**src/hw/ibag_defs.vh**
```
`ifndef IBAG_DEFS_VH
`define IBAG_DEFS_VH

// register offsets, byte addresses
`define IBAG_OFF_REMAP       8'h00
`define IBAG_OFF_ABT_STATUS  8'h04
`define IBAG_OFF_ABT_ADDR    8'h08
`define IBAG_OFF_REGION0     8'h10
`define IBAG_OFF_REGION15    8'h4c
`define IBAG_OFF_PERIPH      8'h50
`define IBAG_OFF_PERIPHERAL_PROTECTION_FIELD_EN     8'h54

// remap control register
`define IBAG_REMAP_TOGGLE_BIT 0

// abort status register fields
`define IBAG_ASR_UNDEF_BIT   0
`define IBAG_ASR_MISAL_BIT   1
`define IBAG_ASR_PERIPHERAL_PROTECTION_FIELD_BIT    2
`define IBAG_ASR_SIZE_LSB    8
`define IBAG_ASR_TYPE_LSB    10
`define IBAG_ASR_SRC_DMA     16
`define IBAG_ASR_SRC_CPU     17
`define IBAG_ASR_STK_DMA     24
`define IBAG_ASR_STK_CPU     25

// region register fields: access code, size code, base address bits 27:10
`define IBAG_RGN_AP_LSB      0
`define IBAG_RGN_SIZE_LSB    4
`define IBAG_RGN_BASE_LSB    10
`define IBAG_RGN_RESET       32'h0000_0000
`define IBAG_RGN_SIZE_MAX    4'hc
`define IBAG_NUM_REGIONS     16

// access codes: none, privileged rw, privileged rw + user read, full
`define IBAG_AP_NONE         2'h0
`define IBAG_AP_PRIV         2'h1
`define IBAG_AP_USER_RD      2'h2
`define IBAG_AP_FULL         2'h3

// access size and type encodings
`define IBAG_SZ_BYTE         2'h0
`define IBAG_SZ_HALF         2'h1
`define IBAG_SZ_WORD         2'h2
`define IBAG_TYP_READ        2'h0
`define IBAG_TYP_WRITE       2'h1
`define IBAG_TYP_FETCH       2'h2

// top nibble decode areas
`define IBAG_AREA_INTERNAL   4'h0
`define IBAG_AREA_EXT_FIRST  4'h1
`define IBAG_AREA_EXT_LAST   4'h8
`define IBAG_AREA_PERIPH     4'hf

// 1 MB blocks inside the internal area
`define IBAG_BLK_AREA0       8'h00
`define IBAG_BLK_FLASH       8'h01
`define IBAG_BLK_SRAM        8'h02
`define IBAG_BLK_ROM         8'h03

// target select codes
`define IBAG_TGT_NONE        3'h0
`define IBAG_TGT_ROM         3'h1
`define IBAG_TGT_FLASH       3'h2
`define IBAG_TGT_SRAM        3'h3
`define IBAG_TGT_EXT         3'h4
`define IBAG_TGT_PERIPH      3'h5

`endif

```
**src/hw/ibag_guard.v**
```verilog
// Contract
// [RQ1] area zero holds the vector table
// [RQ2] area zero boots rom or flash
// [RQ3] full erase clears boot select bit
// [RQ4] remap aliases sram into area zero
// [RQ5] writing one toggles remap, zero ignored
// [RQ6] abort on undefined, protected or misaligned
// [RQ7] abort goes to every master
// [RQ8] only the cpu acts on abort
// [RQ9] capture full abort address
// [RQ10] record size, type and cause
// [RQ11] source bits and sticky per master
// [RQ12] sixteen regions, internal memory only
// [RQ13] protection off until enable written
// [RQ14] region size power of two 1K-4M
// [RQ15] peripheral space has own protection field
// [RQ16] forbidden write or user access aborts
// [RQ17] overlapping regions use most restrictive
// [RQ18] address outside all regions aborts
// [RQ19] region reset zero blocks first 1K
// [RQ20] software opens first 4M at init
// [RQ21] misaligned word or half aborts
// [RQ22] cpu instruction fetch skips alignment
//
// Our own choices: the address map and the address-and-strobe port.

`timescale 1ns/1ns
`include "ibag_defs.vh"

module ibag_guard (
    input  wire        clk_sys_i,
    input  wire        resetn_i,
    input  wire [7:0]  reg_addr_i,
    input  wire [31:0] reg_wdata_i,
    input  wire        reg_wr_i,
    input  wire        reg_rd_i,
    output reg  [31:0] reg_rdata_o,
    input  wire        acc_valid_i,
    input  wire [31:0] acc_addr_i,
    input  wire [1:0]  acc_size_i,
    input  wire [1:0]  acc_type_i,
    input  wire        acc_cpu_i,
    input  wire        acc_priv_i,
    input  wire        nvm_boot_set_i,
    input  wire        full_erase_i,
    output reg         fwd_valid_o,
    output reg  [2:0]  fwd_target_o,
    output reg  [31:0] fwd_addr_o,
    output reg         abort_o,
    output reg         remap_o,
    output reg         boot_flash_o,
    output reg         peripheral_protection_field_en_o
);

    // register state
    reg        remap_r;
    reg        boot_nvm_r;
    reg        peripheral_protection_field_en_r;
    reg [1:0]  periph_ap_r;
    reg [31:0] region_r [0:`IBAG_NUM_REGIONS-1];

    // abort capture state, kept until the next abort; the sticky bits also clear on a status read
    reg [31:0] abt_addr_r;
    reg        undef_r;
    reg        misal_r;
    reg        protv_r;
    reg [1:0]  abt_size_r;
    reg [1:0]  abt_type_r;
    reg        src_dma_r;
    reg        src_cpu_r;
    reg        stk_dma_r;
    reg        stk_cpu_r;

    // permission check shared by regions and peripheral space
    // fetches count as reads here
    function perm_ok;
        input [1:0] ap;
        input       priv;
        input       wr;
        begin
            // user-read code: privileged rw, user read only
            case (ap)
                `IBAG_AP_NONE:    perm_ok = 1'b0;
                `IBAG_AP_PRIV:    perm_ok = priv;
                `IBAG_AP_USER_RD: perm_ok = priv | ~wr;
                `IBAG_AP_FULL:    perm_ok = 1'b1;
                default:          perm_ok = 1'b0;
            endcase
        end
    endfunction

    // region hit: base bits below the region size are ignored
    function rgn_hit;
        input [31:0] rgn;
        input [27:0] addr;
        reg   [3:0]  sz;
        reg   [17:0] mask;
        begin
            sz = rgn[`IBAG_RGN_SIZE_LSB +: 4];
            // clamp stray codes to the 4M maximum
            if (sz > `IBAG_RGN_SIZE_MAX) begin
                sz = `IBAG_RGN_SIZE_MAX;
            end
            // keep only base bits above the size
            mask = 18'h3ffff << sz;                                   // [RQ14]
            rgn_hit = ((addr[27:10] ^ rgn[`IBAG_RGN_BASE_LSB +: 18]) & mask) == 18'h00000;
        end
    endfunction

    // address decode of the incoming access
    wire [3:0] area     = acc_addr_i[31:28];
    wire [7:0] blk      = acc_addr_i[27:20];
    wire       is_int   = (area == `IBAG_AREA_INTERNAL);
    wire       is_ext   = (area >= `IBAG_AREA_EXT_FIRST) && (area <= `IBAG_AREA_EXT_LAST);
    wire       is_per   = (area == `IBAG_AREA_PERIPH);
    wire       is_wr    = (acc_type_i == `IBAG_TYP_WRITE);

    // internal block decode; area zero follows the remap and boot bits
    // blocks above rom are unpopulated
    reg  [2:0] int_tgt;
    always @* begin
        case (blk)
            `IBAG_BLK_AREA0: begin
                if (remap_r) begin
                    int_tgt = `IBAG_TGT_SRAM;                         // [RQ4]
                end else if (boot_nvm_r) begin
                    int_tgt = `IBAG_TGT_FLASH;                        // [RQ2]
                end else begin
                    int_tgt = `IBAG_TGT_ROM;                          // [RQ2]
                end
            end
            `IBAG_BLK_FLASH: int_tgt = `IBAG_TGT_FLASH;
            `IBAG_BLK_SRAM:  int_tgt = `IBAG_TGT_SRAM;
            `IBAG_BLK_ROM:   int_tgt = `IBAG_TGT_ROM;
            default:         int_tgt = `IBAG_TGT_NONE;
        endcase
    end

    // physical address: area zero reaches the mapped memory's own block,
    // so the vector table at the bottom 32 bytes is that memory's start
    // unmapped blocks pass their own number through
    reg  [7:0] phys_blk;
    always @* begin
        case (int_tgt)
            `IBAG_TGT_FLASH: phys_blk = `IBAG_BLK_FLASH;
            `IBAG_TGT_SRAM:  phys_blk = `IBAG_BLK_SRAM;
            `IBAG_TGT_ROM:   phys_blk = `IBAG_BLK_ROM;
            default:         phys_blk = blk;
        endcase
    end
    wire [31:0] int_phys = {area, phys_blk, acc_addr_i[19:0]};      // [RQ1]

    // per-region hit and permission, one instance per region
    // all regions compare at once, one-cycle answer
    wire [`IBAG_NUM_REGIONS-1:0] hit_vec;
    wire [`IBAG_NUM_REGIONS-1:0] deny_vec;
    genvar gi;
    generate
        for (gi = 0; gi < `IBAG_NUM_REGIONS; gi = gi + 1) begin : g_rgn
            assign hit_vec[gi]  = rgn_hit(region_r[gi], acc_addr_i[27:0]);
            assign deny_vec[gi] = hit_vec[gi] &
                ~perm_ok(region_r[gi][`IBAG_RGN_AP_LSB +: 2], acc_priv_i, is_wr);
        end
    endgenerate

    // any denying hit wins, so overlap gives the strongest protection;
    // external areas are never checked
    // reset regions deny 1K at zero until opened
    // the peripheral field guards the whole top area
    wire rgn_viol = is_int & ((|deny_vec) | ~(|hit_vec));         // [RQ12] [RQ17] [RQ18]
    wire per_viol = is_per & ~perm_ok(periph_ap_r, acc_priv_i, is_wr);   // [RQ15]
    wire peripheral_protection_field_viol = peripheral_protection_field_en_r & (rgn_viol | per_viol);            // [RQ13] [RQ16]

    // alignment check; cpu fetches are exempt
    // dma fetches stay checked
    wire is_fetch_cpu = acc_cpu_i & (acc_type_i == `IBAG_TYP_FETCH);  // [RQ22]
    wire bad_align =
        ((acc_size_i == `IBAG_SZ_WORD) & (acc_addr_i[1:0] != 2'h0)) |
        ((acc_size_i == `IBAG_SZ_HALF) & acc_addr_i[0]);            // [RQ21]
    wire misal = bad_align & ~is_fetch_cpu;

    // undefined: reserved top areas or unpopulated internal blocks
    // no target exists, so nothing else applies
    wire undef = ~(is_ext | is_per) & ~(is_int & (int_tgt != `IBAG_TGT_NONE));

    // single cause by priority: undefined, misaligned, protection
    // one flag per abort, never two
    wire c_undef = undef;
    wire c_misal = ~undef & misal;
    wire c_peripheral_protection_field  = ~undef & ~misal & peripheral_protection_field_viol;
    wire abort   = acc_valid_i & (c_undef | c_misal | c_peripheral_protection_field);    // [RQ6]

    // target of a good access
    // driven even when aborted; valid qualifies them
    reg  [2:0]  tgt;
    reg  [31:0] phys;
    always @* begin
        if (is_int) begin
            tgt  = int_tgt;
            phys = int_phys;
        end else if (is_ext) begin
            tgt  = `IBAG_TGT_EXT;
            phys = acc_addr_i;
        end else if (is_per) begin
            tgt  = `IBAG_TGT_PERIPH;
            phys = acc_addr_i;
        end else begin
            tgt  = `IBAG_TGT_NONE;
            phys = acc_addr_i;
        end
    end

    // register decode
    // word offsets of the window only
    wire wr_remap = reg_wr_i & (reg_addr_i == `IBAG_OFF_REMAP);
    wire wr_per   = reg_wr_i & (reg_addr_i == `IBAG_OFF_PERIPH);
    wire wr_en    = reg_wr_i & (reg_addr_i == `IBAG_OFF_PERIPHERAL_PROTECTION_FIELD_EN);
    wire rd_asr   = reg_rd_i & (reg_addr_i == `IBAG_OFF_ABT_STATUS);
    wire in_rgn   = (reg_addr_i >= `IBAG_OFF_REGION0) &&
                    (reg_addr_i <= `IBAG_OFF_REGION15) && (reg_addr_i[1:0] == 2'h0);
    // 0x10 is region 0; 0x4c wraps to region 15
    wire [3:0] rgn_idx = reg_addr_i[5:2] - 4'h4;

    // access outcome, registered toward the masters
    // target and address move every cycle
    always @(posedge clk_sys_i) begin
        if (!resetn_i) begin
            fwd_valid_o  <= 1'b0;
            fwd_target_o <= `IBAG_TGT_NONE;
            fwd_addr_o   <= 32'h0000_0000;
            abort_o      <= 1'b0;
        end else begin
            fwd_valid_o  <= acc_valid_i & ~abort;                  // aborted access is cancelled
            fwd_target_o <= tgt;
            fwd_addr_o   <= phys;
            abort_o      <= abort;                                 // [RQ7] one line to all masters
        end
    end

    // remap toggle, protection enable and peripheral access code
    // remap reads back only through remap_o
    always @(posedge clk_sys_i) begin
        if (!resetn_i) begin
            remap_r     <= 1'b0;                                   // [RQ5]
            peripheral_protection_field_en_r   <= 1'b0;                                   // [RQ13]
            periph_ap_r <= `IBAG_AP_NONE;
        end else begin
            if (wr_remap && reg_wdata_i[`IBAG_REMAP_TOGGLE_BIT]) begin
                remap_r <= ~remap_r;                               // [RQ5]
            end
            // writing zero turns protection off again
            if (wr_en) begin
                peripheral_protection_field_en_r <= reg_wdata_i[0];                       // [RQ13]
            end
            if (wr_per) begin
                periph_ap_r <= reg_wdata_i[1:0];                   // [RQ15]
            end
        end
    end

    // boot select bit: erase wins over a set in the same cycle
    // so an erase always ends with rom boot
    always @(posedge clk_sys_i) begin
        if (!resetn_i) begin
            boot_nvm_r <= 1'b0;
        end else if (full_erase_i) begin
            boot_nvm_r <= 1'b0;                                    // [RQ3]
        end else if (nvm_boot_set_i) begin
            boot_nvm_r <= 1'b1;
        end
    end

    // region registers, all reset to zero
    // one write port, indexed by the offset
    integer ri;
    always @(posedge clk_sys_i) begin
        if (!resetn_i) begin
            // each starts as a closed 1K block at zero
            for (ri = 0; ri < `IBAG_NUM_REGIONS; ri = ri + 1) begin
                region_r[ri] <= `IBAG_RGN_RESET;                   // [RQ19]
            end
        end else if (reg_wr_i && in_rgn) begin
            region_r[rgn_idx] <= reg_wdata_i;
        end
    end

    // abort capture; a new abort wins over a status read in the same cycle
    // the address is stored as presented, remap not applied
    always @(posedge clk_sys_i) begin
        if (!resetn_i) begin
            abt_addr_r <= 32'h0000_0000;
            undef_r    <= 1'b0;
            misal_r    <= 1'b0;
            protv_r    <= 1'b0;
            abt_size_r <= `IBAG_SZ_BYTE;
            abt_type_r <= `IBAG_TYP_READ;
            src_dma_r  <= 1'b0;
            src_cpu_r  <= 1'b0;
            stk_dma_r  <= 1'b0;
            stk_cpu_r  <= 1'b0;
        end else begin
            // status read clears both sticky bits
            if (rd_asr) begin
                stk_dma_r <= 1'b0;
                stk_cpu_r <= 1'b0;
            end
            // all fields together, so they always match
            if (abort) begin
                abt_addr_r <= acc_addr_i;                          // [RQ9]
                undef_r    <= c_undef;                             // [RQ10]
                misal_r    <= c_misal;
                protv_r    <= c_peripheral_protection_field;
                abt_size_r <= acc_size_i;
                abt_type_r <= acc_type_i;
                src_dma_r  <= ~acc_cpu_i;                          // [RQ11]
                src_cpu_r  <= acc_cpu_i;
                if (acc_cpu_i) begin
                    stk_cpu_r <= 1'b1;                             // [RQ11]
                end else begin
                    stk_dma_r <= 1'b1;
                end
            end
        end
    end

    // status word assembly
    // unused bits read as zero
    wire [31:0] asr_word =
        ({31'h0, undef_r}    << `IBAG_ASR_UNDEF_BIT) |
        ({31'h0, misal_r}    << `IBAG_ASR_MISAL_BIT) |
        ({31'h0, protv_r}    << `IBAG_ASR_PERIPHERAL_PROTECTION_FIELD_BIT)  |
        ({30'h0, abt_size_r} << `IBAG_ASR_SIZE_LSB)  |
        ({30'h0, abt_type_r} << `IBAG_ASR_TYPE_LSB)  |
        ({31'h0, src_dma_r}  << `IBAG_ASR_SRC_DMA)   |
        ({31'h0, src_cpu_r}  << `IBAG_ASR_SRC_CPU)   |
        ({31'h0, stk_dma_r}  << `IBAG_ASR_STK_DMA)   |
        ({31'h0, stk_cpu_r}  << `IBAG_ASR_STK_CPU);

    // read mux; remap register is write-only and unmapped reads give zero
    // regions read back exactly as written
    reg [31:0] rd_mux;
    always @* begin
        rd_mux = 32'h0000_0000;
        if (in_rgn) begin
            rd_mux = region_r[rgn_idx];
        end else begin
            case (reg_addr_i)
                `IBAG_OFF_ABT_STATUS: rd_mux = asr_word;
                `IBAG_OFF_ABT_ADDR:   rd_mux = abt_addr_r;
                `IBAG_OFF_PERIPH:     rd_mux = {30'h0, periph_ap_r};
                `IBAG_OFF_PERIPHERAL_PROTECTION_FIELD_EN:    rd_mux = {31'h0, peripheral_protection_field_en_r};
                default:              rd_mux = 32'h0000_0000;
            endcase
        end
    end

    // read data and state mirrors, all from flops
    // mirrors lag the internal state by one cycle
    always @(posedge clk_sys_i) begin
        if (!resetn_i) begin
            reg_rdata_o  <= 32'h0000_0000;
            remap_o      <= 1'b0;
            boot_flash_o <= 1'b0;
            peripheral_protection_field_en_o    <= 1'b0;
        end else begin
            // zero except in the cycle after a read
            reg_rdata_o  <= reg_rd_i ? rd_mux : 32'h0000_0000;
            remap_o      <= remap_r;
            boot_flash_o <= boot_nvm_r;
            peripheral_protection_field_en_o    <= peripheral_protection_field_en_r;
        end
    end

endmodule

```
**config.mk**
```make
export PLATFORM = sky130hd
export DESIGN_NAME = ibag_guard
export DESIGN_NICKNAME = d
export VERILOG_FILES = /design/src/hw/ibag_guard.v
export VERILOG_INCLUDE_DIRS = /design/src /design/src/hw
export SDC_FILE = /design/constraint.sdc
export NUM_CORES = 1
export LEC_CHECK = 0
export ABC_AREA = 1
export ABC_CLOCK_PERIOD_IN_PS = 10720
export BUFFER_PORTS_ARGS = -buffer_cell sky130_fd_sc_hd__clkbuf_2
export CAP_MARGIN = 20
export CORE_ASPECT_RATIO = 0.75
export CORE_MARGIN = 1.5
export CORE_UTILIZATION = 55
export DETAILED_ROUTE_END_ITERATION = 10
export PLACE_DENSITY_LB_ADDON = 0.1
export SYNTH_ARGS = -nofsm -noshare
export SYNTH_HDL_FRONTEND = slang
export SYNTH_SLANG_ARGS = --single-unit
export TNS_END_PERCENT = 100
```
**constraint.sdc**
```tcl
create_clock -name clk_sys_i -period 10.72 [get_ports clk_sys_i]
set_input_delay 1.072 -clock clk_sys_i [delete_from_list [all_inputs] [get_ports clk_sys_i]]
set_output_delay 1.072 -clock clk_sys_i [all_outputs]
set_load 0.01 [all_outputs]
```
==> results of run 1 <==
-- path summary, 6_finish.rpt --
check                                     end  cells after the start
min reg2reg  peripheral_protection_field_en_o                      2
min          peripheral_protection_field_en_o                      2
max                             abt_addr_r[7]                     20
max reg2reg                     abt_addr_r[7]                     19
-- flip-flops by register name, summed over array words and instances (netlist names), 2 cells and up --
signal,count
reg_rdata_o,32
periph_ap_r,2
abt_size_r,2
region_r,512
abt_addr_r,32
abt_type_r,2
fwd_target_o,3
fwd_addr_o,32
-- cell type report --
cell class,instances,area share [%]
clock buffers,85,4.822
clock inverters,29,0.7542
inverters,406,4.205
multi-input cells,2710,34.96
flip-flops and latches,632,48.93
well taps,790,2.721
repair buffers,219,3.609
-- layer usage --
layer / share of wire [%] / vias up / wire length, um / GRT usage (%)
met1: 38 / 13898 / 48570 / 59.61
li1: - / 13181 / - / -
met2: 40 / 2531 / 51140 / 56.41
met4: 3.5 / 0 / 4410 / 12.38
met3: 18 / 315 / 23140 / 14.30
met5: 0 / - / 0 / 0
-- power by group through the flow --
stage | clock network (uW) | registers (uW) | logic [uW]
after detailed placement | 0 | 2910 | 695
after global routing | 2320 | 2870 | 774
after floorplan | 0 | 2880 | 432
final | 2230 | 2870 | 736
after global placement | 0 | 2910 | 692
after CTS | 2220 | 2860 | 699
-- cells in the final DEF, fill, tap and decap left out, types with 16 or more instances in the layout --
cell | netlist | routed
o22ai_1 | 60 | 60
clkbuf_16 | 0 | 63
nand3_1 | 219 | 219
xnor2_1 | 27 | 27
a22oi_1 | 69 | 69
dfxtp_1 | 120 | 120
o21ai_0 | 79 | 79
o211ai_1 | 22 | 22
a21oi_1 | 142 | 142
a221oi_1 | 40 | 40
clkbuf_2 | 0 | 157
xor2_1 | 87 | 87
edfxtp_1 | 512 | 512
inv_1 | 385 | 384
inv_2 | 14 | 16
nor2_1 | 761 | 759
nand2_1 | 1028 | 1017
nand4_1 | 31 | 31
buf_4 | 25 | 59
-- per-stage QoR --
step | cell area (um^2) | util (%) | worst slack [ns]
after detailed placement | 34270 | 57.84 | 5.389
after global routing | 36330 | 61.32 | 5.611
final | 36330 | 61.32 | 5.761
after CTS | 36300 | 61.26 | 6.041
after floorplan | 33170 | - | 6.375
after global placement | 34220 | 57.75 | 5.189
-- logic make-up after synthesis --
| logic type | after synthesis | share of synthesized area, % |
|---|---|---|
| simple gates | 2088 | 25.14 |
| xor+xnor | 114 | 3.010 |
| buf+inv | 654 | 8.268 |
| flops | 632 | 53.59 |
| compound gates | 501 | 9.728 |
| fa+ha+maj | 7 | 0.2640 |
-- worst max-delay path: stages --
cell and delay (ns):
clkbuf_2 0.62, clkinv_1 0.79, nor2_1 0.24, o21ai_0 0.11, nand2_1 0.07, nor2_1 0.04
nand2_1 0.08, nor2_2 0.05, a21oi_1 0.11, nand2_1 0.12, nor2_1 0.22, nand2_1 0.09
nand2_1 0.22, nand2_1 0.09, nand2_1 0.08, nand2_2 0.07, nand2_4 0.39, nand2_2 0.63
nand2_1 0.23, a21oi_1 0.08
==> impl_metrics.ini, run 1 <==
[hold_path]
hp-start = peripheral_protection_field_en_r
hold_path_class = flop to flop

[detailed_routing]
routed_wl_mm = 127.3
drt-pass1-iter-count = 6
drtIter0Drc = 5477
routed_via_density = 6.144
wl_per_cell_um = 26.13
dr_total_vias = 29925
drc = 0
ant_nets = 0

[grt]
antenna_found_initial = 0
grt.overflow.total = 0
grt_first_pass_wirelength_mm = 183.1
grt_pass1_vias = 26623
grt_usage_pct = 40.74
grt_max_degree = 71

[cts]
cts_buffer_depth = 3
cts_made_buffers = 61
clk_pin_slew_ns = 0.06
numClockSinks = 632
htreeDepth = 2
ctsResizeCount = 0
clock_latency_ns = 0.66
root_buffer = clkbuf_16
cts_tree = yes
postCtsSetupRepairBufs = 0
postCtsHoldBufs = 0

[place]
io_buffer_count = 156
hpwl_mm = 84.02
placed_cells_incl_taps = 4755
gp_congestion = 1.038

[floorplanning]
die_y_um = 215.7
die_w_um = 286.6
dieArea_mm2 = 0.06181
io_pins = 157
start_util_pct = 55.98
row_count = 77
core_area_mm2 = 0.05925

[synthesis]
ys_seq_area_share_pct = 53.59
yosys-top-cells-count = 1028 x nand2_1, 761 x nor2_1, 512 x edfxtp_1
synth_area_leader_cell = edfxtp_1
yosysWarnings = 0
yosysMostFrequentCell = nand2_1
synth_seq_cells = 632
synth_flop_cell = edfxtp_1
syn-cell-area_mm2 = 0.03317
syn_nets = 4088
syn_avg_cell_area_um2 = 8.301
synth-edff-count = 512
synth_area_leaders = edfxtp_1 46%, nand2_1 12%, nor2_1 8.6%
synth-async-reset-ratio_pct = 0
synth.distinct_cells = 47
yosysTopAreaCellShare_pct = 46.35
syn_inst = 3996

[timing]
rsz0062_at_grt = no
fin_crit_ns = 4.959
finalSetupTns_ns = 0
fin_skew_ns = 0.03016
max_freq_ghz = 0.2016
finalCritPeriodShare_pct = 46.26
slew_headroom_pct = 9.365
finalHoldViolCount = 0
worst_slew_pin_slew_ns = 1.342
worst_hold_slack_ns = 0.4485
drv_slew = 0
setup_viol = 0

[finish]
syn2layout_area_growth_pct = 9.524
n_fill_cell = 5328
fin_nets = 4122
antennaDiodeCount = 0
seq_area_mm2 = 0.01778
stdcell_count = 4871
multi_input_area_mm2 = 0.01270
drive_gt1_share_pct = 9.532

[worst_setup_path]
r2r_start = region_r[0][7]
worstPathRequired_ns = 11.20
r2r_slack_ns = 6.70
endpoint_kind = flop
start_kind = input port
critPathMaxFanout = 42
critical_path.startpoint = acc_addr_i[13]
crit_arrival_ns = 5.44
critPathKind = input port to flop

[power_and_ir_drop]
pwr-share-clk_pct = 38.2
pwr-share-comb_pct = 12.6
p_sw_uw = 1639
peakVddDrop_mv = 0.1344
p_leak_uw = 0.01585
netSwitchingFraction_pct = 28.10
power_density_mw_per_mm2 = 160.6
seqPwrFrac_pct = 49.1
p_total_uw = 5833
p_int_uw = 4193

[job]
max_cap_viol_count = 0

[run_status]
status = completed
(Power assumes the default switching activity.)
==> run 2, diff against run 1 <==
--- a/config.mk
+++ b/config.mk
@@ -7,7 +7,7 @@
 export NUM_CORES = 1
 export LEC_CHECK = 0
 export ABC_AREA = 1
-export ABC_CLOCK_PERIOD_IN_PS = 10720
+export ABC_CLOCK_PERIOD_IN_PS = 4100
 export BUFFER_PORTS_ARGS = -buffer_cell sky130_fd_sc_hd__clkbuf_2
 export CAP_MARGIN = 20
 export CORE_ASPECT_RATIO = 0.75
==> constraint.sdc (replaced) <==
create_clock -name clk_sys_i -period 4.1 [get_ports clk_sys_i]
set_input_delay 0.41 -clock clk_sys_i [delete_from_list [all_inputs] [get_ports clk_sys_i]]
set_output_delay 0.41 -clock clk_sys_i [all_outputs]
set_load 0.01 [all_outputs]
==> run 2 against run 1 <==
Effect of this change: total power grew to 2.6 times the previous value; register-to-register slack worse by 6.2 ns; hold slack lost 0.43 ns; count of clock-buffer cells in the layout down 4; critical path depth did not move; critical endpoint is now abt_addr_r[11]; largest power group unchanged.
==> impl_metrics.ini, run 2 (synthesized netlist as in run 1, its figures left out) <==
[timing]
fin_skew_ns = 0.05900
setup_viol = 0
finalCritPeriodShare_pct = 87.84
slew_headroom_pct = 21.16
finalHoldViolCount = 0
worst_slew_pin_slew_ns = 1.168
rsz0062_at_grt = no
finalSetupTns_ns = 0
max_freq_ghz = 0.2777
worst_hold_slack_ns = 0.01975
fin_crit_ns = 3.601
drv_slew = 0

[hold_path]
hold_path_class = input port to flop
hold_depth = 3

[power_and_ir_drop]
p_leak_uw = 0.01611
power_density_mw_per_mm2 = 413.5
p_total_uw = 15260
peakVddDrop_mv = 0.3822

[finish]
seq_area_mm2 = 0.01778
fin_nets = 4177
largest_register_ffs = 512
multi_input_area_mm2 = 0.01270
final_cell_mix = 1017 x nand2_1, 759 x nor2_1, 512 x edfxtp_1, 382 x inv_1, 219 x nand3_1
fin_util_pct = 62.27
final_common_cell = nand2_1
drive_gt1_share_pct = 10.35
design_area_mm2 = 0.03690
syn2layout_area_growth_pct = 11.24
largest_register = region_r
n_fill_cell = 5163

[place]
placed_cell_area_mm2 = 0.03472
hpwl_mm = 86.42
io_buffer_count = 156
gp_congestion = 1.045

[worst_setup_path]
cp_cell_sequence = nor2_1 -> nand2_1 -> inv_1 -> nand2_1 -> nand2_1 -> nor2_1 -> nand2_1 -> nand2_1 -> a21oi_1 -> nand2_1 -> nor2_1 -> nand2_1 -> nand2_1 -> nand2_1 -> nand2_1 -> nand2_2 -> nand2_4 -> buf_4 -> nand3_1 -> a21oi_1
max_stage_delay_ns = 0.48
worstSetupPathDepth = 20
critical-path-top-delay-family = simple AND/OR/NAND/NOR gates
cp_num_buf_inv = 2
worstPathRequired_ns = 4.65
cp_common_cell = nand2_1
endpoint_kind = flop
crit_arrival_ns = 4.15
critPathKind = flop to flop
start_kind = flop
reg2reg_depth = 20
crit_slowest_cell = edfxtp_1
critPathMaxFanout = 23

[detailed_routing]
dr_total_vias = 29742
ant_nets = 0
drt-pass1-iter-count = 6
drtIter0Drc = 4871
routed_via_density = 6.038
drc = 0
wl_per_cell_um = 25.65
routed_wl_mm = 126.4

[cts]
postCtsHoldBufs = 15
postCtsSetupRepairBufs = 0
clock_latency_ns = 0.69
cts_tree = yes
ctsResizeCount = 0
cts_buffer_depth = 3
htreeDepth = 2
numClockSinks = 632
root_buffer = clkbuf_16
clk_pin_slew_ns = 0.07
cts_made_buffers = 61

[run_status]
status = completed

[grt]
grt_pass1_vias = 26716
grt_usage_pct = 40.24
grt_max_degree = 104
grt_first_pass_wirelength_mm = 181.1
grt.overflow.total = 0
antenna_found_initial = 4

[floorplanning]
row_count = 77
io_pins = 157
dieArea_mm2 = 0.06181
die_y_um = 215.7
core_area_mm2 = 0.05925
start_util_pct = 55.98
die_w_um = 286.6

[job]
max_cap_viol_count = 0
## run 2: changes by cell type in the layout (fill, tap and decap cells not counted), moves of 2 or more
cell,previous run,this run
inv_1,384,382
buf_4,59,89
clkinv_2,15,10
buf_12,0,11
clkinvlp_4,3,7
clkbuf_1,10,7
dlygate4sd3_1,0,15
clkinv_1,9,14
inv_6,0,2
clkbuf_8,8,6
o311ai_1,0,2
o311ai_0,13,11
## run 2: power breakdown
part / switching (uW) / leakage (uW) / internal, uW / total [uW]
clock network: 2640 / 0.000980 / 3170 / 5810
registers: 234 / 0.00584 / 7240 / 7470
logic: 1440 / 0.00929 / 538 / 1980
total: 4310 / 0.0161 / 10900 / 15300
## run 2: worst register-to-register path: stages (launching register included)
cell,delay [ns]
edfxtp_1,0.48
nor2_1,0.45
nand2_1,0.23
inv_1,0.10
nand2_1,0.06
nand2_1,0.07
nor2_1,0.04
nand2_1,0.11
nand2_1,0.14
a21oi_1,0.20
nand2_1,0.09
nor2_1,0.14
nand2_1,0.06
nand2_1,0.19
nand2_1,0.08
nand2_1,0.07
nand2_2,0.07
nand2_4,0.21
buf_4,0.33
nand3_1,0.15
a21oi_1,0.19
## run 2: area by class of cell
| type | instances | area share, % |
|---|---|---|
| diodes | 1 | 0.006782 |
| clock buffers | 81 | 4.697 |
| clock inverters | 32 | 0.7799 |
| inverters | 406 | 4.140 |
| multi-input cells | 2710 | 34.42 |
| flip-flops and latches | 632 | 48.18 |
| well taps | 790 | 2.679 |
| repair buffers | 274 | 5.100 |
## run 2: per-layer routing
layer	wire (um)	track usage, %
met2	51270	56.05
met4	3943	12.05
met5	24	0
met1	51090	60.18
met3	20040	11.75
## run 2: worst paths after layout
check                                   startpoint  slack (ns)                               end
setup / recovery                    region_r[2][6]        0.50                    abt_addr_r[11]
hold / removal                      acc_addr_i[31]        0.02                    fwd_addr_o[31]
setup reg to reg                    region_r[2][6]        0.50                    abt_addr_r[11]
hold reg to reg   peripheral_protection_field_en_r        0.45  peripheral_protection_field_en_o
## run 2: through the flow
stage | cells | setup slack, ns
6_report | 4926 | 0.4986
5_1_grt | 4925 | 0.3516
4_1_cts | 4924 | 0.6149
3_5_place_dp | 4796 | 0.4768
3_3_place_gp | 4794 | 0.4618
2_1_floorplan | 3996 | 0.4173
